$ cat config.mk
export PLATFORM = sky130hd
export DESIGN_NAME = ifd_decoder
export DESIGN_NICKNAME = d
export VERILOG_FILES = /design/src/rtl/ifd_pkg.sv /design/src/rtl/ifd_decoder.sv /design/src/rtl/ifd_field_extract.sv
export VERILOG_INCLUDE_DIRS = /design/src /design/src/rtl
export SDC_FILE = /design/constraint.sdc
export NUM_CORES = 1
export LEC_CHECK = 0
export BUFFER_PORTS_ARGS = -buffer_cell sky130_fd_sc_hd__buf_2
export CAP_MARGIN = 15
export CORE_AREA = 2 2 199 201
export CTS_BUF_LIST = sky130_fd_sc_hd__clkbuf_2 sky130_fd_sc_hd__clkbuf_4 sky130_fd_sc_hd__clkbuf_8
export CTS_CLUSTER_SIZE = 14
export DETAILED_ROUTE_END_ITERATION = 12
export DIE_AREA = 0 0 201 203
export GPL_TIMING_DRIVEN = 0
export HOLD_SLACK_MARGIN = 0.08
export MAX_ROUTING_LAYER = met4
export PLACE_DENSITY = 0.54
export RECOVER_POWER = 25
export SLEW_MARGIN = 15
export SYNTH_ARGS = -nofsm -noshare
export SYNTH_HDL_FRONTEND = slang
export SYNTH_SLANG_ARGS = --single-unit
$ cat constraint.sdc
create_clock -name CORE_CLK -period 2.9 [get_ports CORE_CLK]
set_input_delay 0.58 -clock CORE_CLK [delete_from_list [all_inputs] [get_ports CORE_CLK]]
set_output_delay 0.58 -clock CORE_CLK [all_outputs]
set_load 0.01 [all_outputs]
$ cat src/rtl/ifd_defs.svh
// Offsets, field positions, reset values and constants of the instruction field decoder
//
// How it works
// - Record bit at position 31 clear leaves the condition register untouched.
// - Integer record: field bits 0-2 give signed lt/gt/zero, bit 3 copies overflow summary.
// - Float record: bits 4-7 take exception, enabled, invalid and overflow flags in order.
// - Bits 6-10 select the destination general register.
// - Bits 6-10 alternatively select a source general register.
// - Bits 16-20 give the plain rotate or shift count.
// - Bits 16-31 form a signed 16-bit immediate.
// - Bits 16-31 form an unsigned 16-bit immediate, never sign extended.
// - In 32-bit mode bits 12-15 pick one of 16 segment registers.
// - Bits 6-10 of trap instructions give the trap comparison conditions.
// - 32-bit opcode extensions at 21-30, 22-30, 26-30; other positions 64-bit only.
// - 64-bit mode: split bits 21-26 give first one bit of rotate mask.
// - 64-bit mode: split bits 21-26 give last one bit of rotate mask.
// - 64-bit mode: wide shift count built from bits 16-20 plus bit 30.
// - Bits 11-20 select the special register for move to and from.
// - Bits 11-20 of time base read select lower or upper time base half.
// - Overflow enable bit 21 lets overflow and its summary flag update.
`ifndef IFD_DEFS_SVH
`define IFD_DEFS_SVH

// Big-endian bit n of the word sits at little-endian index 31-n
`define IFD_LE(n)        (31 - (n))

// Field positions, big-endian numbering
`define IFD_REG_SEL_LAST   10
`define IFD_SEG_LAST       15
`define IFD_RA_LAST        15
`define IFD_RB_LAST        20
`define IFD_IMM_LAST       31
`define IFD_OE_POS         21
`define IFD_MASK_LAST      25
`define IFD_MASK_HI_POS    26
`define IFD_WIDE_HI_POS    30
`define IFD_XO_LAST30      30
`define IFD_XO_LAST29      29
`define IFD_XO_LAST31      31
`define IFD_RECORD_POS     31

// Register byte offsets
`define IFD_CTRL_OFF       12'h000
`define IFD_INSN_OFF       12'h004
`define IFD_COND_OFF       12'h008
`define IFD_OVF_OFF        12'h00c
`define IFD_DEC0_OFF       12'h010
`define IFD_DEC1_OFF       12'h014
`define IFD_DEC2_OFF       12'h018
`define IFD_DEC3_OFF       12'h01c

// Reset values
`define IFD_CTRL_RST       1'b0
`define IFD_INSN_RST       32'h0000_0000
`define IFD_COND_RST       32'h0000_0000

// Time base select numbers after the half swap (plain defaults)
`define IFD_TB_LOW_NUM     10'h001
`define IFD_TB_HIGH_NUM    10'h002

`endif

$ cat src/rtl/ifd_pkg.sv
// Types shared by the instruction field decoder
package ifd_pkg;

  typedef logic [63:0] ifd_word_t;

  // Decoded operand fields of one instruction
  typedef struct packed {
    logic [4:0] dest_sel;
    logic [4:0] source_register_sel;
    logic [4:0] operand_a_sel;
    logic [4:0] operand_b_sel;
    logic [4:0] rotate_count_field;
    logic [15:0] signed_imm16;
    logic [15:0] unsigned_imm16;
    ifd_word_t   signed_imm_ext;
    ifd_word_t   unsigned_imm_ext;
    logic [3:0]  segment_register_sel;
    logic [4:0]  trap_condition_field;
    logic [9:0]  extended_opcode_w10;
    logic [8:0]  extended_opcode_w9;
    logic [4:0]  extended_opcode_w5;
    logic [8:0]  extended_opcode_d9;
    logic [2:0]  extended_opcode_d3;
    logic [3:0]  extended_opcode_d4;
    logic [1:0]  extended_opcode_d2;
    logic [5:0]  mask_begin;
    logic [5:0]  mask_end;
    logic [5:0]  wide_rotate_count;
    logic [9:0]  special_reg_num;
    logic [9:0]  time_base_num;
    logic        time_base_low_half;
    logic        time_base_high_half;
    logic        record_bit;
    logic        overflow_enable;
  } ifd_fields_s;

  // Completed result reported by the execution datapath
  typedef struct packed {
    logic       valid;
    ifd_word_t  value;
    logic       is_float;
    logic       oe_form;
    logic       overflow;
    logic [3:0] fp_flags;
  } ifd_result_s;

endpackage

$ cat src/rtl/ifd_decoder.sv
// Instruction field decoder top: APB registers, decode latch and condition update
`timescale 1ns/1ps
`include "ifd_defs.svh"

module ifd_decoder
(
  // Clock and reset
  input  wire logic                 CORE_CLK,
  input  wire logic                 RST_N,
  // APB slave
  input  wire logic                 PSEL,
  input  wire logic                 PENABLE,
  input  wire logic                 PWRITE,
  input  wire logic [11:0]          PADDR,
  input  wire logic [31:0]          PWDATA,
  input  wire logic [3:0]           PSTRB,
  output logic      [31:0]          PRDATA,
  output logic                      PREADY,
  output logic                      PSLVERR,
  // Instruction fetch stage
  input  wire logic                 FETCH_VALID,
  input  wire logic [31:0]          FETCH_INSN,
  // Execution datapath result
  input  ifd_pkg::ifd_result_s      RESULT,
  // Decoded fields towards execution units and register file
  output ifd_pkg::ifd_fields_s      DECODE,
  output logic                      DECODE_VALID,
  output logic                      MODE64,
  // Architectural flags
  output logic      [31:0]          CONDITION_REG,
  output logic                      SUMMARY_OVERFLOW,
  output logic                      OVERFLOW_FLAG
);

  // Address decode, used for reads and for writes
  function automatic logic addr_is(input logic [11:0] addr, input logic [11:0] off);
    addr_is = (addr == off);
  endfunction

  // Byte-lane merge of a write into a stored word
  function automatic logic [31:0] merge(input logic [31:0] old_val,
                                        input logic [31:0] new_val,
                                        input logic [3:0]  strb);
    logic [31:0] res;
    res = old_val;
    for (int i = 0; i < 4; i++)
    begin
      if (strb[i])
        res[i*8 +: 8] = new_val[i*8 +: 8];
    end
    merge = res;
  endfunction

  logic                 bus_write;
  logic                 bus_read;
  logic                 addr_known;
  logic                 wr_ctrl;
  logic                 wr_insn;
  logic                 wr_cond;
  logic                 wr_ovf;
  logic                 mode64;
  logic [31:0]          insn;
  logic [31:0]          next_insn;
  logic                 load_insn;
  ifd_pkg::ifd_fields_s next_fields;
  ifd_pkg::ifd_fields_s fields;
  logic                 fields_valid;
  logic [31:0]          condition_register;
  logic                 summary_overflow;
  logic                 overflow_flag;
  logic                 next_summary_overflow;
  logic                 next_overflow_flag;
  logic                 ovf_update;
  logic                 result_negative;
  logic                 result_zero;
  logic                 zero_result_flag;
  logic [3:0]           int_field;
  logic                 cr_update;

  // APB qualifiers: write in the access phase, read in either phase; the slave never waits
  assign bus_write  = PSEL && PENABLE && PWRITE;
  assign bus_read   = PSEL && !PWRITE;
  assign addr_known = addr_is(PADDR, `IFD_CTRL_OFF) || addr_is(PADDR, `IFD_INSN_OFF) ||
                      addr_is(PADDR, `IFD_COND_OFF) || addr_is(PADDR, `IFD_OVF_OFF) ||
                      addr_is(PADDR, `IFD_DEC0_OFF) || addr_is(PADDR, `IFD_DEC1_OFF) ||
                      addr_is(PADDR, `IFD_DEC2_OFF) || addr_is(PADDR, `IFD_DEC3_OFF);
  assign wr_ctrl    = bus_write && addr_is(PADDR, `IFD_CTRL_OFF);
  assign wr_insn    = bus_write && addr_is(PADDR, `IFD_INSN_OFF);
  assign wr_cond    = bus_write && addr_is(PADDR, `IFD_COND_OFF);
  assign wr_ovf     = bus_write && addr_is(PADDR, `IFD_OVF_OFF);

  // Zero wait state answer; error on an unmapped address
  assign PREADY  = 1'b1;
  assign PSLVERR = PSEL && PENABLE && !addr_known;

  // Mode control register
  always_ff @(posedge CORE_CLK)
  begin
    if (!RST_N)
      mode64 <= `IFD_CTRL_RST;
    else if (wr_ctrl && PSTRB[0])
      mode64 <= PWDATA[0];
  end

  // Instruction source: fetch stage wins over a software write in the same cycle
  always_comb
  begin
    load_insn = FETCH_VALID || wr_insn;
    if (FETCH_VALID)
      next_insn = FETCH_INSN;
    else if (wr_insn)
      next_insn = merge(insn, PWDATA, PSTRB);
    else
      next_insn = insn;
  end

  // Held instruction word
  always_ff @(posedge CORE_CLK)
  begin
    if (!RST_N)
      insn <= `IFD_INSN_RST;
    else if (load_insn)
      insn <= next_insn;
  end

  // Field extraction of the word being loaded
  ifd_field_extract u_extract
  (
    .insn   (next_insn),
    .mode64 (mode64),
    .fields (next_fields)
  );

  // Decoded fields, registered so that they change only on a load
  always_ff @(posedge CORE_CLK)
  begin
    if (!RST_N)
      fields <= '0;
    else if (load_insn)
      fields <= next_fields;
  end

  // Decode valid: set by any load, cleared by a control register write in a cycle without a load
  always_ff @(posedge CORE_CLK)
  begin
    if (!RST_N)
      fields_valid <= 1'b0;
    else if (load_insn)
      fields_valid <= 1'b1;
    else if (wr_ctrl)
      fields_valid <= 1'b0;
  end

  // Signed view of the result at the current register width
  always_comb
  begin
    if (mode64)
    begin
      result_negative = RESULT.value[63];
      result_zero     = (RESULT.value == 64'h0000_0000_0000_0000);
    end
    else
    begin
      result_negative = RESULT.value[31];
      result_zero     = (RESULT.value[31:0] == 32'h0000_0000);
    end
    zero_result_flag = result_zero;
  end

  // Overflow and summary overflow, only in the overflow enabled form
  always_comb
  begin
    ovf_update = RESULT.valid && RESULT.oe_form && !RESULT.is_float &&
                 fields.overflow_enable;
    next_overflow_flag    = overflow_flag;
    next_summary_overflow = summary_overflow;
    if (wr_ovf && PSTRB[0])
    begin
      next_summary_overflow = PWDATA[0];
      next_overflow_flag    = PWDATA[1];
    end
    // Hardware update wins for the overflow flag; the summary ORs the overflow into a same-cycle software write
    if (ovf_update)
    begin
      next_overflow_flag    = RESULT.overflow;
      next_summary_overflow = next_summary_overflow || RESULT.overflow;
    end
  end

  // Overflow flag registers
  always_ff @(posedge CORE_CLK)
  begin
    if (!RST_N)
    begin
      summary_overflow <= 1'b0;
      overflow_flag    <= 1'b0;
    end
    else
    begin
      summary_overflow <= next_summary_overflow;
      overflow_flag    <= next_overflow_flag;
    end
  end

  // Integer record field: lt, gt, zero, then summary copy after this result
  assign int_field = {result_negative,
                      !result_negative && !zero_result_flag,
                      zero_result_flag,
                      next_summary_overflow};
  assign cr_update = RESULT.valid && fields.record_bit;

  // Condition register: result update wins over a software write
  always_ff @(posedge CORE_CLK)
  begin
    if (!RST_N)
      condition_register <= `IFD_COND_RST;
    else if (cr_update && !RESULT.is_float)
      condition_register <= {int_field, condition_register[27:0]};
    else if (cr_update && RESULT.is_float)
      condition_register <= {condition_register[31:28], RESULT.fp_flags,
                             condition_register[23:0]};
    else if (wr_cond)
      condition_register <= merge(condition_register, PWDATA, PSTRB);
    else
      condition_register <= condition_register;
  end

  // Read data, registered in the setup cycle so it stands through the access phase
  always_ff @(posedge CORE_CLK)
  begin
    if (!RST_N)
      PRDATA <= 32'h0000_0000;
    else if (bus_read && !PENABLE)
    begin
      if (addr_is(PADDR, `IFD_CTRL_OFF))
        PRDATA <= {30'h0000_0000, fields_valid, mode64};
      else if (addr_is(PADDR, `IFD_INSN_OFF))
        PRDATA <= insn;
      else if (addr_is(PADDR, `IFD_COND_OFF))
        PRDATA <= condition_register;
      else if (addr_is(PADDR, `IFD_OVF_OFF))
        PRDATA <= {30'h0000_0000, overflow_flag, summary_overflow};
      else if (addr_is(PADDR, `IFD_DEC0_OFF))
        PRDATA <= {1'b0, fields.overflow_enable, fields.record_bit,
                   fields.segment_register_sel, fields.trap_condition_field,
                   fields.rotate_count_field, fields.operand_b_sel,
                   fields.operand_a_sel, fields.dest_sel};
      else if (addr_is(PADDR, `IFD_DEC1_OFF))
        PRDATA <= {fields.signed_imm16, fields.unsigned_imm16};
      else if (addr_is(PADDR, `IFD_DEC2_OFF))
        PRDATA <= {fields.time_base_high_half, fields.time_base_low_half,
                   fields.special_reg_num, fields.wide_rotate_count,
                   fields.mask_end, fields.extended_opcode_w5,
                   fields.extended_opcode_d3};
      else if (addr_is(PADDR, `IFD_DEC3_OFF))
        PRDATA <= {3'h0, fields.extended_opcode_d2, fields.extended_opcode_d4,
                   fields.extended_opcode_d9, fields.extended_opcode_w9,
                   fields.mask_begin[4:0]};
      else
        PRDATA <= 32'h0000_0000;
    end
  end

  // Outputs come straight from registers
  assign DECODE           = fields;
  assign DECODE_VALID     = fields_valid;
  assign MODE64           = mode64;
  assign CONDITION_REG    = condition_register;
  assign SUMMARY_OVERFLOW = summary_overflow;
  assign OVERFLOW_FLAG    = overflow_flag;

endmodule

$ cat src/rtl/ifd_field_extract.sv
// Combinational extraction of the named operand fields from an instruction word
`timescale 1ns/1ps
`include "ifd_defs.svh"

module ifd_field_extract
(
  // Instruction and mode
  input  wire logic [31:0]         insn,
  input  wire logic                mode64,
  // Decoded fields
  output ifd_pkg::ifd_fields_s     fields
);

  logic [4:0]  half_lo;
  logic [4:0]  half_hi;
  logic [9:0]  swapped;
  logic [15:0] imm;

  // Ten-bit select halves, bits 11-15 and 16-20
  assign half_lo = insn[`IFD_LE(`IFD_RA_LAST) +: 5];
  assign half_hi = insn[`IFD_LE(`IFD_RB_LAST) +: 5];
  assign swapped = {half_hi, half_lo};
  assign imm     = insn[`IFD_LE(`IFD_IMM_LAST) +: 16];

  // Field assembly
  always_comb
  begin
    fields = '0;
    fields.dest_sel             = insn[`IFD_LE(`IFD_REG_SEL_LAST) +: 5];
    fields.source_register_sel  = insn[`IFD_LE(`IFD_REG_SEL_LAST) +: 5];
    fields.operand_a_sel        = half_lo;
    fields.operand_b_sel        = half_hi;
    fields.rotate_count_field   = half_hi;
    fields.signed_imm16         = imm;
    fields.unsigned_imm16       = imm;
    // Sign extension reaches 64 bits only in 64-bit mode
    if (mode64)
      fields.signed_imm_ext = {{48{imm[15]}}, imm};
    else
      fields.signed_imm_ext = {32'h0000_0000, {16{imm[15]}}, imm};
    fields.unsigned_imm_ext     = {48'h0000_0000_0000, imm};
    fields.trap_condition_field = insn[`IFD_LE(`IFD_REG_SEL_LAST) +: 5];
    // 32-bit opcode extension positions
    fields.extended_opcode_w10  = insn[`IFD_LE(`IFD_XO_LAST30) +: 10];
    fields.extended_opcode_w9   = insn[`IFD_LE(`IFD_XO_LAST30) +: 9];
    fields.extended_opcode_w5   = insn[`IFD_LE(`IFD_XO_LAST30) +: 5];
    fields.special_reg_num      = swapped;
    fields.time_base_num        = swapped;
    fields.time_base_low_half   = (swapped == `IFD_TB_LOW_NUM);
    fields.time_base_high_half  = (swapped == `IFD_TB_HIGH_NUM);
    fields.record_bit           = insn[`IFD_LE(`IFD_RECORD_POS)];
    fields.overflow_enable      = insn[`IFD_LE(`IFD_OE_POS)];
    if (mode64)
    begin
      // 64-bit only positions; they read zero in 32-bit mode
      fields.extended_opcode_d9 = insn[`IFD_LE(`IFD_XO_LAST29) +: 9];
      fields.extended_opcode_d3 = insn[`IFD_LE(`IFD_XO_LAST29) +: 3];
      fields.extended_opcode_d4 = insn[`IFD_LE(`IFD_XO_LAST30) +: 4];
      fields.extended_opcode_d2 = insn[`IFD_LE(`IFD_XO_LAST31) +: 2];
      fields.mask_begin = {insn[`IFD_LE(`IFD_MASK_HI_POS)],
                           insn[`IFD_LE(`IFD_MASK_LAST) +: 5]};
      fields.mask_end   = {insn[`IFD_LE(`IFD_MASK_HI_POS)],
                           insn[`IFD_LE(`IFD_MASK_LAST) +: 5]};
      fields.wide_rotate_count = {insn[`IFD_LE(`IFD_WIDE_HI_POS)], half_hi};
    end
    else
    begin
      // Segment select exists only in 32-bit mode
      fields.segment_register_sel = insn[`IFD_LE(`IFD_SEG_LAST) +: 4];
    end
  end

endmodule

---- Yosys cells after proc, flatten, opt, wreduce, memory -nomap -nowiden ----
Index checks and enable logic that the tools add are counted.
word-level totals
  input port bits ......................... 158
  word-level logic and storage cells ...... 127
  flip-flop bits (word level) ............. 273
  output and inout bits ................... 348
operators by class
  multiplexer cells ....................... 32
  equality and inequality tests ........... 10
  bitwise gates (word level) .............. 2
  reductions and logical operators ........ 50
operator list
  kind                   number
  $mux W32               12
  $logic_not A64 Y1      1
  $mux W64               1
  $mux W8                8
  $eq A12 B5 Y1 const B  4
  $mux W36               1
  $logic_not A32 Y1      1
  $mux W29               1
  $eq A12 B4 Y1 const B  2
  $logic_and A1 B1 Y1    18
  $reduce_bool A2 Y1     8
  $eq A12 B3 Y1 const B  1
  $logic_not A12 Y1      1
  $reduce_and A4 Y1      3
  $eq A10 B1 Y1 const B  1
  $eq A10 B2 Y1 const B  1
  $logic_or A1 B1 Y1     9
  $reduce_and A3 Y1      3
  $mux W1                8
  $logic_not A1 Y1       6
  $mux W4                1
  $ne A2 B2 Y1 const B   1
  $not A1 Y1             2

---- Logic depth before layout (Yosys ltp) ----
  depth after elaboration ................. 10
  mapped depth ............................ 9
  gate-level depth less buffers ........... 7

---- By module ----
Synthesis repeated with hierarchy kept, for this count alone.
unflattened totals
  cells, all modules ...................... 2274
  area total of the unflattened synthesis .. 17747.0 um2
by module, submodules not included
  module             seq. area each (um2)  cells each  instances  area an instance (um2)
  ifd_decoder        7567.3                1990        1          15640.0
  ifd_field_extract  0.0                   284         1          2107.0

---- Worst setup path after synthesis ----
OpenSTA, ideal clock, no wires.
  path kind ............................... input to register
  from .................................... input PADDR[4]
  to ...................................... register insn[20]
  arrival ................................. 2.479 ns
  cell stages on the path ................. 5
  library setup time ...................... 0.116 ns
  setup slack ............................. 0.305 ns
  buffers on the path ..................... 1
  required time ........................... 2.784 ns
  cells stage by stage .................... or4_1 > buf_2 > nor4_2 > mux2_2 > o211a_1
on the way
  longest elaborated chain between the ends .. 4
  elaborated cells on any way between the ends .. 5
  classes of those cells .................. eq/ne (1); mux (2); reduce/logical (2)
RTL lines
  element                  line                source
  from (decl)              ifd_decoder.sv:14   input wire logic [11:0] PADDR,
  $eq A12 B3 Y1 (*)        ifd_decoder.sv:37   addr_is = (addr == off);
  $logic_and A1 B1 Y1 (*)  ifd_decoder.sv:88   assign wr_insn = bus_write && addr_is(PADDR, `IFD_INSN_OFF);
  $mux W32                 ifd_decoder.sv:111  else if (wr_insn)
  $mux W32                 ifd_decoder.sv:109  if (FETCH_VALID)
  to (signal assigned)     ifd_decoder.sv:121  insn <= `IFD_INSN_RST;
  to (signal assigned)     ifd_decoder.sv:123  insn <= next_insn;
  to (decl)                ifd_decoder.sv:62   logic [31:0] insn;
Mark *: on every way between the ends. The rest lies on a longest branch, timed or not. The select of a mux whose other input is x is not followed.
A chain may end at the register's enable or synchronous reset.

---- Worst setup path in the final report ----
  from .................................... input PADDR[3]
  to ...................................... register PRDATA[28]
on the way
  longest elaborated chain between the ends .. 9
  elaborated cells on any way between the ends .. 16
  classes of those cells .................. eq/ne (7); mux (8); reduce/logical (1)
RTL lines
  element               line                source
  $eq A12 B5 Y1         ifd_decoder.sv:37
  $mux W29              ifd_decoder.sv:255  else if (addr_is(PADDR, `IFD_DEC3_OFF))
  $mux W32              ifd_decoder.sv:250  else if (addr_is(PADDR, `IFD_DEC2_OFF))
  $mux W32              ifd_decoder.sv:248  else if (addr_is(PADDR, `IFD_DEC1_OFF))
  $mux W32              ifd_decoder.sv:243  else if (addr_is(PADDR, `IFD_DEC0_OFF))
  $mux W32              ifd_decoder.sv:241  else if (addr_is(PADDR, `IFD_OVF_OFF))
  $mux W32              ifd_decoder.sv:239  else if (addr_is(PADDR, `IFD_COND_OFF))
  $mux W32              ifd_decoder.sv:237  else if (addr_is(PADDR, `IFD_INSN_OFF))
  $mux W32 (*)          ifd_decoder.sv:235  if (addr_is(PADDR, `IFD_CTRL_OFF))
  to (signal assigned)  ifd_decoder.sv:236  PRDATA <= {30'h0000_0000, fields_valid, mode64};
  to (signal assigned)  ifd_decoder.sv:238  PRDATA <= insn;
  to (signal assigned)  ifd_decoder.sv:240  PRDATA <= condition_register;
  to (decl)             ifd_decoder.sv:17   output logic [31:0] PRDATA,
Mark *: on every way between the ends. The rest lies on a longest branch, timed or not.

==> results.md <==
- Status: complete, no violations
- Number of synthesized flops with an enable pin: 0
- RSZ-0062 raised after global routing: no
- Worst skew pair latency: 470 ps
- Crit Path Class: in -> reg
- Share of cells above drive strength 1: 0.423
- Total track usage: 0.231
- Ys async rst share: 0
- Yosys reg bits: 122
- Detailed Route Iter0 Violations: 834
- Syn Inst Count: 1141
- Routed WL: 47.9 mm
- Ys Warns: 0
- Critical path arrival: 3140 ps
- Area share of the largest cell type after synthesis: 0.288
- Die ar.: 0.0408 mm^2
- Die X: 201 um
- Minimum clock period: 2810 ps
- Number of global-route vias before repair: 9108
- Worst Hold Class: in -> reg
- HPWL after DPL: 39.4 mm
- Ys flop type: dfxtp_1
- CP Launch Type: input pin
- Most instantiated cells after synthesis: buf_4, nand2_1, dfxtp_1, a21oi_1, nor2_1
- Setup TNS: 0 ps
- CTS Buf Count: 17
- Worst-path fanout max: 10
- Max Slew Vio Count: 0
- Largest cells by area after synthesis: dfxtp_1, buf_4, nand2_1
- Netlist cell types: 59
- Mapped Avg Cell Area: 7.42 um^2
- Starting Density: 0.220
- P_leak: 5.76 nW
- Clock Power Share: 0.365
- Initial antenna violation count: 5
- Switching pwr: 1.33 mW
- Sequential fraction of the synthesis area: 0.288
- Peak supply drop: 265 uV
- Die Ht: 203 um
- Int Pwr: 2.97 mW
- Slew margin rel.: 0.303
- Buffers on Ports: 452
- Max Clk Rate: 0.356 GHz
- Reg clk slew, reported paths: 80 ps
- Root Buffer: clkbuf_8
- Synth Cell Area: 0.00847 mm^2
- Post-layout util: 0.312
- DR WL/cell: 21.8 um
- Final #Nets: 1824
- GR Overflow Total: 0
- Count leader, synth: buf_4
- Final period utilization: 0.969
- H-tree depth: 4
- Worst clock skew: 12.0 ps
- First-pass GRT wire length: 65.8 mm
- Clk buf depth: 2
- Routed Antenna Nets: 0
- Final setup violation count: 0
- Row cnt: 72
- Hold buffer count at CTS: 0
- DR pass1 iterations: 8
- Core box area: 0.0385 mm^2
- P&R area growth vs syn: 41.7%
- Sw Ratio: 0.309
- Vias per cell: 4.59
- GPL Wtd Cong: 0.929
- Comb pwr share: 0.214
- Largest net degree at the start of global routing: 36
- DRC viols: 0
- Sequential power share: 0.421
- Critical Path End Type: flip-flop
- CTS tree: built
- MaxCap Viol Count: 0
- Sink Count: 122
- IO Pins: 506
- Vias: 10076
- Worst slew pin tran: 1040 ps
- Final hold viol count: 0
- Cell taking the most area after synthesis: dfxtp_1
- Pwr dens: 358 mW/mm^2
- Critical Path RT: 3230 ps
==> sequential cells by signal, indices dropped and copies added (netlist names) <==
signal / flops
insn: 32
PRDATA: 32
SUMMARY_OVERFLOW: 1
CONDITION_REG: 32
DECODE_VALID: 1
MODE64: 1
OVERFLOW_FLAG: 1
DECODE: 22
==> metal layers <==
metal / track usage / part of all wire / vias to the layer above / wire [um]
li1: - / - / 4732 / -
met1: 0.277 / 0.41 / 4680 / 19500
met2: 0.386 / 0.48 / 589 / 23000
met3: 0.0549 / 0.088 / 75 / 4210
met4: 0.0627 / 0.024 / 0 / 1150
met5: - / 0 / - / 0
==> stage by stage <==
step / cells / hold WS [ps] / worst slack [ps] / power, mW / instance area [um^2]
after floorplan: 1188 / 463 / 305 / 2.32 / 8640
after global placement: 2158 / 427 / -1280 / 2.75 / 11600
after detailed placement: 2159 / 430 / -1240 / 2.76 / 11600
after CTS: 2193 / 332 / 12.6 / 4.31 / 12100
after global routing: 2197 / 358 / 16.6 / 4.45 / 12000
final: 2197 / 349 / 91.1 / 4.30 / 12000
==> repair_timing <==
item | 4_1_cts | 5_1_grt
pin swaps | 3 | 1
setup endpoints to repair | 77 | 17
resized for setup | 17 | 12
setup buffers | 5 | 2
==> path summary, 6_finish.rpt <==
check | slack (ps) | cells past startpoint | to | from
setup reg to reg | 540 | 6 | PRDATA[29] | insn[15]
setup / recovery | 90 | 8 | PRDATA[28] | PADDR[3]
hold reg to reg | 450 | 2 | PRDATA[22] | PRDATA[22]
hold / removal | 350 | 3 | insn[25] | FETCH_INSN[25]
==> power groups by stage <==
stage / Sequential (mW) / Combinational (mW) / Clock, mW
2_1_floorplan: 1.80 / 0.526 / 0
3_3_place_gp: 1.85 / 0.901 / 0
3_5_place_dp: 1.85 / 0.906 / 0
4_1_cts: 1.81 / 0.913 / 1.58
5_1_grt: 1.82 / 0.986 / 1.65
6_report: 1.81 / 0.921 / 1.57
==> cells in the final DEF (no fill, tap or decap), types with 5 or more instances in the layout <==
cell type  synthesis  final
nand3_1           22     22
mux2_2             7      7
dfxtp_1          122    121
mux2i_1           19     19
nand2_1          171    170
o211ai_1           6      6
conb_1             2     49
clkbuf_2           0      8
a21oi_1          113    112
a22o_1             9      9
nor2b_1            8      8
a22oi_1           32     32
nor2_1            78     78
nor3_1            11      9
nand4_1            8      8
clkbuf_4           0     20
inv_1              7      7
and2_1            20     19
clkbuf_1          50    130
o21ai_0           65     65
o221ai_1           6      6
clkbuf_8           0     19
buf_4            259    250
a221oi_1          18     16
a31oi_1            5      5
o31ai_1            9      8
nor4_1            20     17
buf_2              9    373
==> final cells by class <==
class,count,area [um^2]
tap,518,648
clock buffer,22,284
sequential,122,2440
buffer,322,2210
antenna,2,5.00
fill,4294,26500
inverter,7,26.3
clock inverter,8,96.3
multi-input combinational,736,4070
timing repair buffer,460,2220
==> critical path, stage by stage <==
cell and delay [ps]:
clkbuf_1 450, clkbuf_1 460, clkbuf_2 340, nand2_1 280
nor2_1 220, nor2_1 80, a221oi_1 560, o21ai_0 170
==> logic make-up after synthesis <==
logic type	Yosys count	synth area share
compound gates	291	0.211
flops	122	0.288
buf+inv	330	0.262
other cells	2	0.000887
simple gates	368	0.201
mux	28	0.0362
Power figures use the tool's default switching activity.
